File: src/core/cg_pkg.sv
// Constants shared by the dual-loop clock generator files
package cg_pkg;
  localparam int MULT_W = 6;   // Loop multiply field width
  localparam int RAT_W = 5;    // Divider field: ratio minus one
  localparam int PER_W = 16;   // Reference period counter width
  localparam int NUM_PROG = 8; // Software divider channels
  localparam int NUM_CH = 11;  // Programmable plus fixed derived channels
  // Channel numbers
  localparam int CH_FULL = 0;  // Processor core clock
  localparam int CH_XFER = 1;  // Transfer engine clock
  localparam int CH_VIN = 2;   // Video input path clock
  localparam int CH_VOUT = 3;  // Video output path, bypass
  localparam int CH_OBS = 4;   // Observe clock pin
  localparam int CH_MEM = 5;   // Memory interface clock
  localparam int CH_VOUT2 = 6; // Video output path, second loop
  localparam int CH_CAL = 7;   // Impedance calibration clock
  localparam int CH_HALF = 8;  // Half rate domain
  localparam int CH_THIRD = 9; // Third rate domain
  localparam int CH_SIXTH = 10; // Sixth rate domain
  // Register byte offsets
  localparam logic [7:0] OFS_MULT1 = 8'h00;
  localparam logic [7:0] OFS_MULT2 = 8'h04;
  localparam logic [7:0] OFS_DIV0 = 8'h08;
  localparam logic [7:0] OFS_STATUS = 8'h28;
  // Status bit positions
  localparam int ST_LOCK = 0;
  localparam int ST_RATIO = 2;
  localparam int ST_PER_LSB = 16;
  // Reset values, divider fields hold ratio minus one
  localparam logic [MULT_W-1:0] MULT_DEF = 6'h01;
  localparam logic [NUM_PROG*RAT_W-1:0] DIV_DEF =
    {5'h01, 5'h09, 5'h01, 5'h00, 5'h00, 5'h05, 5'h02, 5'h00};
  // Fixed derived-domain fields: divide by 2, 3 and 6
  localparam logic [RAT_W-1:0] RAT_HALF = 5'h01;
  localparam logic [RAT_W-1:0] RAT_THIRD = 5'h02;
  localparam logic [RAT_W-1:0] RAT_SIXTH = 5'h05;
endpackage : cg_pkg

File: src/core/cg_div_if.sv
// Carrier between tick sources and the divider bank
`timescale 1ns/1ps
interface cg_div_if #(parameter int N = 11, parameter int RW = 5);
  logic [N-1:0] tick;     // Half-period pulses of each source
  logic [N*RW-1:0] ratio; // Divide field per channel, ratio minus one
  logic [N-1:0] tog;      // Pulse when a channel output toggles
  logic [N-1:0] clk;      // Divided clock levels
  modport src (output tick, output ratio, input tog, input clk);
  modport div (input tick, input ratio, output tog, output clk);
endinterface : cg_div_if

File: src/core/cg_clock_gen.sv
// Dual-loop clock generator with AHB-Lite control registers
//
// Added by the designer: the placing of the registers and register access over AHB-Lite.
`timescale 1ns/1ps
module cg_clock_gen (
  input wire logic mclk,
  input wire logic rst,
  input wire logic hsel,
  input wire logic [31:0] haddr,
  input wire logic [1:0] htrans,
  input wire logic hwrite,
  input wire logic [2:0] hsize,
  input wire logic [31:0] hwdata,
  input wire logic hready,
  output logic hreadyout,
  output logic hresp,
  output logic [31:0] hrdata,
  input wire logic reference_input_clock,
  output logic full_rate_domain,
  output logic transfer_clock,
  output logic video_input_path,
  output logic video_output_path,
  output logic observe_clock_pin,
  output logic memory_clock,
  output logic video_output_path_alt,
  output logic impedance_calibration,
  output logic half_rate_domain,
  output logic third_rate_domain,
  output logic sixth_rate_domain
);
  localparam int RW = cg_pkg::RAT_W;
  localparam int PW = cg_pkg::PER_W;

  // Reference pin synchroniser and edge history
  logic ref_s1_q, ref_s2_q, ref_s3_q;
  logic ref_edge; // Either edge: one half period of reference
  logic ref_rise;
  // Period measurement
  logic [PW-1:0] pcnt_q;   // Cycles since last rising edge
  logic [PW-1:0] period_q; // Last measured period
  logic seen_q;            // One rising edge has been seen
  logic lock_q;            // Period is valid
  // Loop phase accumulators
  logic [PW-1:0] acc1_q, acc2_q;
  logic tick1_q, tick2_q;  // Loop half-period pulses
  // Software registers
  logic [cg_pkg::MULT_W-1:0] mult1_q, mult2_q;
  logic [cg_pkg::NUM_PROG*RW-1:0] div_q;
  // Bus phase state
  logic wr_q;           // Write data phase pending
  logic rd_q;           // Read data phase, first cycle
  logic rd_done_q;      // Read data ready
  logic [7:0] addr_q;   // Latched byte address
  logic accept;
  logic ratio_ok;

  cg_div_if #(.N(cg_pkg::NUM_CH), .RW(RW)) dv ();

  // Loop step: add twice the factor, emit a tick when a period is spanned
  function automatic logic [PW:0] loop_step(
    input logic [PW-1:0] acc,
    input logic [cg_pkg::MULT_W-1:0] mult,
    input logic [PW-1:0] per
  );
    logic [PW-1:0] sum;
    sum = acc + PW'({mult, 1'b0});
    if (sum >= per)
      return {1'b1, PW'(sum - per)};
    return {1'b0, sum};
  endfunction : loop_step

  // Divider field of programmable channel i
  function automatic logic [RW-1:0] dfield(input int i,
    input logic [cg_pkg::NUM_PROG*RW-1:0] d);
    return d[i*RW +: RW];
  endfunction : dfield

  // Two-flop synchroniser, third flop only for edge detect
  always_ff @(posedge mclk)
  begin
    if (rst)
    begin
      ref_s1_q <= 1'b0;
      ref_s2_q <= 1'b0;
      ref_s3_q <= 1'b0;
    end
    else
    begin
      ref_s1_q <= reference_input_clock;
      ref_s2_q <= ref_s1_q;
      ref_s3_q <= ref_s2_q;
    end
  end
  assign ref_edge = ref_s2_q ^ ref_s3_q;
  assign ref_rise = ref_s2_q & ~ref_s3_q;

  // Reference period measurement and lock
  always_ff @(posedge mclk)
  begin
    if (rst)
    begin
      pcnt_q <= '0;
      period_q <= '0;
      seen_q <= 1'b0;
      lock_q <= 1'b0;
    end
    else if (ref_rise)
    begin
      pcnt_q <= '0;
      period_q <= pcnt_q + 1'b1;
      seen_q <= 1'b1;
      lock_q <= seen_q;
    end
    else if (&pcnt_q)
    begin
      // Reference stopped: drop lock
      seen_q <= 1'b0;
      lock_q <= 1'b0;
    end
    else
    begin
      pcnt_q <= pcnt_q + 1'b1;
    end
  end

  // First and second loop tick generation
  always_ff @(posedge mclk)
  begin
    if (rst || !lock_q)
    begin
      acc1_q <= '0;
      acc2_q <= '0;
      tick1_q <= 1'b0;
      tick2_q <= 1'b0;
    end
    else
    begin
      {tick1_q, acc1_q} <= loop_step(acc1_q, mult1_q, period_q);
      {tick2_q, acc2_q} <= loop_step(acc2_q, mult2_q, period_q);
    end
  end

  // Divider sources and ratios
  always_comb
  begin
    dv.tick = '0;
    dv.ratio = '0;
    for (int i = 0; i < cg_pkg::NUM_PROG; i++)
      dv.ratio[i*RW +: RW] = dfield(i, div_q);
    dv.tick[cg_pkg::CH_FULL] = tick1_q;
    dv.tick[cg_pkg::CH_XFER] = tick1_q;
    dv.tick[cg_pkg::CH_VIN] = tick1_q;
    dv.tick[cg_pkg::CH_VOUT] = ref_edge;
    dv.tick[cg_pkg::CH_OBS] = ref_edge;
    dv.tick[cg_pkg::CH_MEM] = tick2_q;
    dv.tick[cg_pkg::CH_VOUT2] = tick2_q;
    dv.tick[cg_pkg::CH_CAL] = ref_edge;
    // Derived domains count half periods of the full-rate clock
    dv.tick[cg_pkg::CH_HALF] = dv.tog[cg_pkg::CH_FULL];
    dv.tick[cg_pkg::CH_THIRD] = dv.tog[cg_pkg::CH_FULL];
    dv.tick[cg_pkg::CH_SIXTH] = dv.tog[cg_pkg::CH_FULL];
    dv.ratio[cg_pkg::CH_HALF*RW +: RW] = cg_pkg::RAT_HALF;
    dv.ratio[cg_pkg::CH_THIRD*RW +: RW] = cg_pkg::RAT_THIRD;
    dv.ratio[cg_pkg::CH_SIXTH*RW +: RW] = cg_pkg::RAT_SIXTH;
  end

  cg_divider #(.N(cg_pkg::NUM_CH), .RW(RW)) u_div (
    .mclk(mclk),
    .rst(rst),
    .dv(dv)
  );

  // Clock outputs
  assign full_rate_domain = dv.clk[cg_pkg::CH_FULL];
  assign transfer_clock = dv.clk[cg_pkg::CH_XFER];
  assign video_input_path = dv.clk[cg_pkg::CH_VIN];
  assign video_output_path = dv.clk[cg_pkg::CH_VOUT];
  assign observe_clock_pin = dv.clk[cg_pkg::CH_OBS];
  assign memory_clock = dv.clk[cg_pkg::CH_MEM];
  assign video_output_path_alt = dv.clk[cg_pkg::CH_VOUT2];
  assign impedance_calibration = dv.clk[cg_pkg::CH_CAL];
  assign half_rate_domain = dv.clk[cg_pkg::CH_HALF];
  assign third_rate_domain = dv.clk[cg_pkg::CH_THIRD];
  assign sixth_rate_domain = dv.clk[cg_pkg::CH_SIXTH];

  // Status check: transfer and video-input ratios are 3x and 6x core
  assign ratio_ok =
    (8'(dfield(cg_pkg::CH_XFER, div_q)) + 8'h01)
      == 8'(3 * (8'(dfield(cg_pkg::CH_FULL, div_q)) + 8'h01))
    && (8'(dfield(cg_pkg::CH_VIN, div_q)) + 8'h01)
      == 8'(6 * (8'(dfield(cg_pkg::CH_FULL, div_q)) + 8'h01));

  // AHB-Lite: take a transfer in its address phase
  assign accept = hsel && htrans[1] && hready;
  assign hresp = 1'b0;
  // Reads wait one cycle so a preceding write is seen
  assign hreadyout = !rd_q;

  // Bus phase tracking
  always_ff @(posedge mclk)
  begin
    if (rst)
    begin
      wr_q <= 1'b0;
      rd_q <= 1'b0;
      addr_q <= '0;
    end
    else
    begin
      if (hready)
      begin
        wr_q <= accept && hwrite;
        rd_q <= accept && !hwrite;
        if (accept)
          addr_q <= haddr[7:0];
      end
      else
      begin
        rd_q <= 1'b0;
      end
    end
  end

  // Register writes in the data phase; reset defaults persist
  always_ff @(posedge mclk)
  begin
    if (rst)
    begin
      mult1_q <= cg_pkg::MULT_DEF;
      mult2_q <= cg_pkg::MULT_DEF;
      div_q <= cg_pkg::DIV_DEF;
    end
    else if (wr_q)
    begin
      if (addr_q == cg_pkg::OFS_MULT1)
        mult1_q <= hwdata[cg_pkg::MULT_W-1:0];
      else if (addr_q == cg_pkg::OFS_MULT2)
        mult2_q <= hwdata[cg_pkg::MULT_W-1:0];
      else
      begin
        // Divider registers, one word each
        for (int i = 0; i < cg_pkg::NUM_PROG; i++)
          if (addr_q == cg_pkg::OFS_DIV0 + 8'(4 * i))
            div_q[i*RW +: RW] <= hwdata[RW-1:0];
      end
    end
  end

  // Read data, loaded in the wait cycle
  always_ff @(posedge mclk)
  begin
    if (rst)
    begin
      hrdata <= '0;
      rd_done_q <= 1'b0;
    end
    else
    begin
      rd_done_q <= rd_q;
      if (rd_q)
      begin
        hrdata <= '0;
        if (addr_q == cg_pkg::OFS_MULT1)
          hrdata[cg_pkg::MULT_W-1:0] <= mult1_q;
        else if (addr_q == cg_pkg::OFS_MULT2)
          hrdata[cg_pkg::MULT_W-1:0] <= mult2_q;
        else if (addr_q == cg_pkg::OFS_STATUS)
        begin
          hrdata[cg_pkg::ST_LOCK] <= lock_q;
          hrdata[cg_pkg::ST_RATIO] <= ratio_ok;
          hrdata[cg_pkg::ST_PER_LSB +: PW] <= period_q;
        end
        else
        begin
          for (int i = 0; i < cg_pkg::NUM_PROG; i++)
            if (addr_q == cg_pkg::OFS_DIV0 + 8'(4 * i))
              hrdata[RW-1:0] <= dfield(i, div_q);
        end
      end
    end
  end
endmodule : cg_clock_gen

File: src/core/cg_divider.sv
// Bank of programmable half-period dividers
`timescale 1ns/1ps
module cg_divider #(
  parameter int N = 11,
  parameter int RW = 5
) (
  input wire logic mclk,
  input wire logic rst,
  cg_div_if.div dv
);
  logic [RW-1:0] cnt_q [N]; // Ticks seen in the current half period
  logic [N-1:0] tog_q;      // Toggle pulse
  logic [N-1:0] clk_q;      // Output level

  // Count ticks, toggle output after ratio plus one ticks
  always_ff @(posedge mclk)
  begin
    for (int i = 0; i < N; i++)
    begin
      if (rst)
      begin
        cnt_q[i] <= '0;
        tog_q[i] <= 1'b0;
        clk_q[i] <= 1'b0;
      end
      else if (dv.tick[i])
      begin
        // Half period complete
        if (cnt_q[i] >= dv.ratio[i*RW +: RW])
        begin
          cnt_q[i] <= '0;
          tog_q[i] <= 1'b1;
          clk_q[i] <= ~clk_q[i];
        end
        else
        begin
          cnt_q[i] <= cnt_q[i] + 1'b1;
          tog_q[i] <= 1'b0;
        end
      end
      else
      begin
        tog_q[i] <= 1'b0;
      end
    end
  end

  assign dv.tog = tog_q;
  assign dv.clk = clk_q;

  // Counter stays in range unless ratio just dropped
  for (genvar g = 0; g < N; g++)
  begin : g_chk

  end
endmodule : cg_divider

File: config.mk
export PLATFORM = sky130hd
export DESIGN_NAME = cg_clock_gen
export DESIGN_NICKNAME = d
export VERILOG_FILES = /design/src/core/cg_pkg.sv /design/src/core/cg_div_if.sv /design/src/core/cg_clock_gen.sv /design/src/core/cg_divider.sv
export SDC_FILE = /design/constraint.sdc
export NUM_CORES = 1
export LEC_CHECK = 0
export BUFFER_PORTS_ARGS = -buffer_cell sky130_fd_sc_hd__clkbuf_2
export CELL_PAD_IN_SITES_DETAIL_PLACEMENT = 1
export CELL_PAD_IN_SITES_GLOBAL_PLACEMENT = 2
export CORE_ASPECT_RATIO = 0.6
export CORE_MARGIN = 1
export CORE_UTILIZATION = 40
export DETAILED_ROUTE_END_ITERATION = 8
export GPL_TIMING_DRIVEN = 0
export PLACE_DENSITY = 0.95
export SYNTH_ARGS = -nofsm -noshare
export SYNTH_HDL_FRONTEND = slang
export SYNTH_SLANG_ARGS = --single-unit
File: constraint.sdc
create_clock -name mclk -period 5.4 [get_ports mclk]
set_input_delay 0 -clock mclk [delete_from_list [all_inputs] [get_ports mclk]]
set_output_delay 0 -clock mclk [all_outputs]
set_load 0.005 [all_outputs]
Word-level counts from Yosys, hierarchy flattened:

Memories as Yosys holds them, arrays and structs flattened.
Index checks and enable logic that the tools add are counted.
Widths: inputs -> output; s select.

* add/subtract/negate cells: 19
* multipliers: 2
* $lt $le $gt $ge: 13
* eq/ne operators: 12
* multiplexer cells: 141
* bitwise gates (word level): 41
* reductions and logical operators: 38

Operators with widths (count)
* $mux 5: 31
* $mux 1: 101
* $mux 16: 5
* $add 5x1->5 const B: 11
* $ge 5x5->1: 8
* $mux 17: 2
* $add 16x7->16: 2
* $eq 8x5->1 const B: 4
* $ge 16x16->1: 2
* $mul 2x32->8 const A: 1
* $reduce_and 4->1: 8
* $sub 16x16->16: 2
* $reduce_and 2->1: 13
* $eq 8x6->1 const B: 3
* $or 1x1->1: 22
* $add 5x1->6 const B: 3
* $not 1->1: 17
* $add 16x1->16 const B: 1
* $eq 6x8->1: 2
* $eq 8x4->1 const B: 2
* $reduce_and 16->1: 1
* $eq 8x3->1 const B: 1
* $logic_not 8->1: 1
* $reduce_or 2->1: 4
* 13 further kinds: 19

* flip-flop bits (word level): 167
* bits in writable memories: 55
* input bits: 75
* output and inout bits: 45
* word-level logic and storage cells: 304
* memories: 1

Memory list
* u_div.cnt_q: words 11, bits a word 5, read ports 11, clocked after Yosys merged registers in 0, wr ports 11, line cg_divider.sv:11 `logic [RW-1:0] cnt_q [N];`

Longest topological paths before layout:

* depth in word-level cells: 12
* mapped depth: 17
* mapped depth without buffers: 15

Modules after synthesis:

Synthesis repeated with hierarchy kept, for this count alone.

* cell total of the unflattened synthesis: 1646
* area total of the unflattened synthesis: 14306.2 sq um

By module, submodules not included
* cg_clock_gen: instances 1, cells each 1112, area each 9132.5 sq um, sequential area each 3103.0 sq um
* cg_divider: instances 1, cells each 534, area each 5173.7 sq um, sequential area each 2092.0 sq um

Worst setup path after synthesis:

No wires, ideal clock.

* path kind: register -> register
* start point: register mult1_q[0] in the netlist's numbering
* end point: register acc1_q[11]
* setup time: 0.128 ns
* arrival: 3.593 ns
* required time: 5.272 ns
* setup slack: 1.679 ns
* stages on the path, launching flop included: 18
* buffers on the path: 2
* period minus slack after synthesis: 3.721 ns
* cell sequence: dfxtp_1 > ha_1 > fa_1 > a211oi_1 > o21bai_1 > a21oi_1 > nor2_1 > xor2_1 > ha_1 > a211oi_1 > nor2_1 > o21ai_1 > o21ai_1 > a31oi_1 > buf_2 > buf_4 > mux2i_1 > nor2_1

* longest elaborated chain between the ends: 5
* elaborated cells on any way between the ends: 7
* those cells by class: add/sub (2); order compare (1); mux (4)

Ends and longest elaborated chain
* start: declaration: line cg_clock_gen.sv:47 `logic [cg_pkg::MULT_W-1:0] mult1_q, mult2_q;`
* start signal: assignment: line cg_clock_gen.sv:229 `mult1_q <= cg_pkg::MULT_DEF;`
* start signal: assignment: line cg_clock_gen.sv:236 `mult1_q <= hwdata[cg_pkg::MULT_W-1:0];`
* $add 16x7->16 *: line cg_clock_gen.sv:66 `sum = acc + PW'({mult, 1'b0});`
* $ge 16x16->1: line cg_clock_gen.sv:67 `if (sum >= per)`
* $mux 1: line cg_clock_gen.sv:67
* $mux 1: line cg_clock_gen.sv:129 `if (rst || !lock_q)`
* $mux 16 *: line cg_clock_gen.sv:69 `return {1'b0, sum};`
* end signal: assignment: line cg_clock_gen.sv:138 `{tick1_q, acc1_q} <= loop_step(acc1_q, mult1_q, period_q);`
* end: declaration: line cg_clock_gen.sv:44 `logic [PW-1:0] acc1_q, acc2_q;`

Every way passes the cells marked *; elsewhere a longest branch is shown, timed or not. The select of a mux whose other input is x is not followed.
A chain may end at the register's enable or synchronous reset.

Worst setup path after layout:

* start point: register mult1_q[0] in the netlist's numbering
* end point: register acc1_q[10]

Same word-level chain as after synthesis.

==> results.yml <==
timing:
  grt_setup_unrepaired: "false"
  worst_slew_margin_rel_pct: 35.0
  worst_pin_slew_ns: 0.975
  timing.final.crit_period_ns: 4.77
  timing.final.crit_share_pct: 88.3
  final.setup_skew_ns: 0.0331
  clock.fmax_ghz: 0.210
  fin_setup_tns_ns: 0
  timing_hold_violations_final: 0
  timing.hold.ws_ns: 0.0647
  slew_violations: 0
  setup-violations-final: 0
power_and_ir_drop:
  power.share.clock_pct: 42.9
  cell_internal_pwr_mw: 2.91
  p_leak_nw: 5.94
  power.ir.vdd_worst_uv: 186
  p_comb_share_pct: 12.4
  p_sw_share_pct: 26.6
  power_frac_seq_pct: 44.7
  power.density_cell_area_nw_per_um2: 271
  total_switching_power_mw: 1.06
synthesis:
  netlist.area_leader.share_pct: 26.0
  synthDominantAreaCellType: "dfxtp_1"
  edff_count_synth: 55
  post_synth_xor_area_fraction_pct: 6.88
  post_synth_mux_area_share_pct: 3.52
  ys_types: 72
  synthesis.area_um2: 12800
  synth-compound-area-share_pct: 15.4
  most_frequent_cell_after_synthesis: "nor2_1"
  synth_area_leaders: "dfxtp_1 (26%), edfxtp_1 (13%), ha_1 (11%)"
  netlist_top_cells_count: "nor2_1 (172), dfxtp_1 (167), a21oi_1 (115), nand2_1 (114), ha_1 (110)"
  synth_seq_cells: 222
  yosys_warnings: 0
  synthSimpleGateAreaFrac_pct: 19.0
  synth_top_family_by_area: "simple AND/OR/NAND/NOR gates"
  post_synth.cell_area_avg_um2: 8.81
  ys_async_sr_fraction_pct: 0
  postSynthCellCount: 1459
  synth-seq-area-share_pct: 38.9
  dominantRegCellSynth: "dfxtp_1"
  synth_fa_ha_area_share_pct: 11.3
clocking:
  clock_tree_from_tritoncts: "yes"
  numCtsBuffers: 24
  worst_setup_hold_path_clk_slew_ns: 0.07
  cts.root.buffer_cell: "clkbuf_16"
  clock_tree_sinks: 222
  max-clock-path-buffers: 3
  cts-htree-levels: 1
  clk-insertion-delay-late_ns: 0.57
drt:
  wl_per_cell_um: 19.9
  post_route_drc: 6
  ant_nets: 0
  detailedRoute.firstIterationViolations: 866
  drt_pre_antenna_iters: 7
  finalWirelength_um: 39800
  vias: 11300
  vias_per_cell: 5.63
global_route:
  grt_max_degree: 16
  grt.total_usage_pct: 24.2
  grt_remaining_overflow: 0
  wire_length_of_the_first_global_routing_pass_um: 62100
  antenna_violations_before_repair: 1
  first_global_vias: 11200
placement:
  portBuffers: 49
  placedCellCount: 1940
  hpwlAfterDp_um: 30400
  gp_congestion: 0.966
cells_and_area:
  drive_gt1_share_pct: 8.14
  area.growth.synth_to_final_pct: 14.0
  finalNonFillerCells: 2001
  net_count_final: 1756
setup_path:
  worstSetupEndpointType: "register"
  timing.setup.critical_path_class: "register to register"
  required_ns: 5.83
  crit_fanout: 10
  cp_data_arrival_time_ns: 5.20
  cp-start-kind: "register"
die:
  die_outline_area_um2: 32900
  dieWidth_um: 233
  core_area_um2: 31400
  floorplan.rows: 50
  initial_utilization_pct: 40.9
  die_h_um: 141
  io-pin-count: 120
status:
  status: "finished, violations left"
  failed_checks: "DRC"
worst_hold_path:
  min_path_type: "input port to register"
job:
  drv.max_cap_violation_count: 0
## power groups by stage
stage                     Clock [mW]  Sequential (mW)  Combinational, mW
final                           1.70             1.77              0.492
after global routing            1.80             1.78              0.539
after CTS                       1.73             1.77              0.488
after detailed placement           0             1.81              0.473
after global placement             0             1.81              0.458
after floorplan                    0             1.80              0.350
## timing repair
| item | 4_1_cts | 5_1_grt |
|---|---|---|
| buffers inserted | 0 | 0 |
| endpoints found under the hold margin | 20 | 1 |
| gates resized for setup | 0 | 0 |
| hold buffers | 16 | 1 |
## layout make-up
cell class,count,area (µm²)
multi-input combinational,1101,7280
clock buffer,32,671
antenna,1,2.50
tap,416,520
buffer,64,303
fill,3738,16800
clock inverter,11,135
sequential,222,4990
inverter,88,330
timing repair buffer,66,415
## state kept, by name (all words and copies together), names as in the netlist, 6 cells and up
register and cells:
mult1_q 6, pcnt_q 16, acc2_q 16, u_div.dv.clk 11, div_q 40, acc1_q 16
addr_q 8, period_q 16, u_div.cnt_q 55, hrdata 22, mult2_q 6
## layout by cell type, fill, tap and decap left out, types with 25 or more instances in the layout
master    count
nand2_1     114
o21ai_0      36
a21oi_1     115
dfxtp_1     167
a211oi_1     25
clkbuf_1     42
mux2i_1      44
edfxtp_1     55
inv_1        87
clkbuf_2     49
xnor2_1      58
xor2_1       43
nor2_1      172
nand3_1      88
ha_1        110
a21o_1       34
## final timing paths
check | startpoint | to | slack [ns] | cells past startpoint
worst min-delay path | hwdata[3] | div_q[38] | 0.06 | 3
worst min register to register | ref_s1_q | ref_s2_q | 0.46 | 1
worst max register to register | mult1_q[0] | acc1_q[10] | 0.63 | 17
worst max-delay path | mult1_q[0] | acc1_q[10] | 0.63 | 17
## critical path, stage by stage, from the launching register on
cell	delay, ns
dfxtp_1	0.36
ha_1	0.24
fa_1	0.45
a211oi_1	0.35
o21bai_1	0.16
a21oi_1	0.41
nor2_1	0.10
xor2_1	0.31
ha_1	0.37
a211oi_1	0.26
nor2_1	0.10
o21ai_1	0.21
o21ai_1	0.13
a31oi_1	0.26
buf_2	0.33
buf_4	0.28
nand2_1	0.09
o2bb2ai_1	0.27
## layer usage
metal  vias up  GRT usage (%)  share of wire (%)  wire length, µm
met5         -          0.893              0.096               38
met4         2           4.82                1.6              637
met3        50           5.14                7.9             3120
met2       350           34.5                 40            15900
met1      5507           37.0                 51            20100
li1       5354              -                  -                -
## through the flow
step | total power [mW] | util (%) | setup WS (ns) | cell area, µm²
2_1_floorplan | 2.15 | - | 1.68 | 12900
3_3_place_gp | 2.26 | 43.5 | 0.849 | 13700
3_5_place_dp | 2.28 | 43.5 | 0.792 | 13700
4_1_cts | 3.99 | 46.6 | 0.735 | 14600
5_1_grt | 4.12 | 46.7 | 0.388 | 14700
6_report | 3.97 | 46.7 | 0.629 | 14700
## logic make-up (layout without fill, tap and decap cells)
logic type	Yosys count	after routing
AOI/OAI and AO/OA	311	311
xor gates and xnor gates	101	101
adders and majority gates	114	114
other	1	18
DFF	222	222
buffers and inverters	152	261
and+or+nand+nor	513	513
muxes	45	45
(Power assumes the default switching activity.)
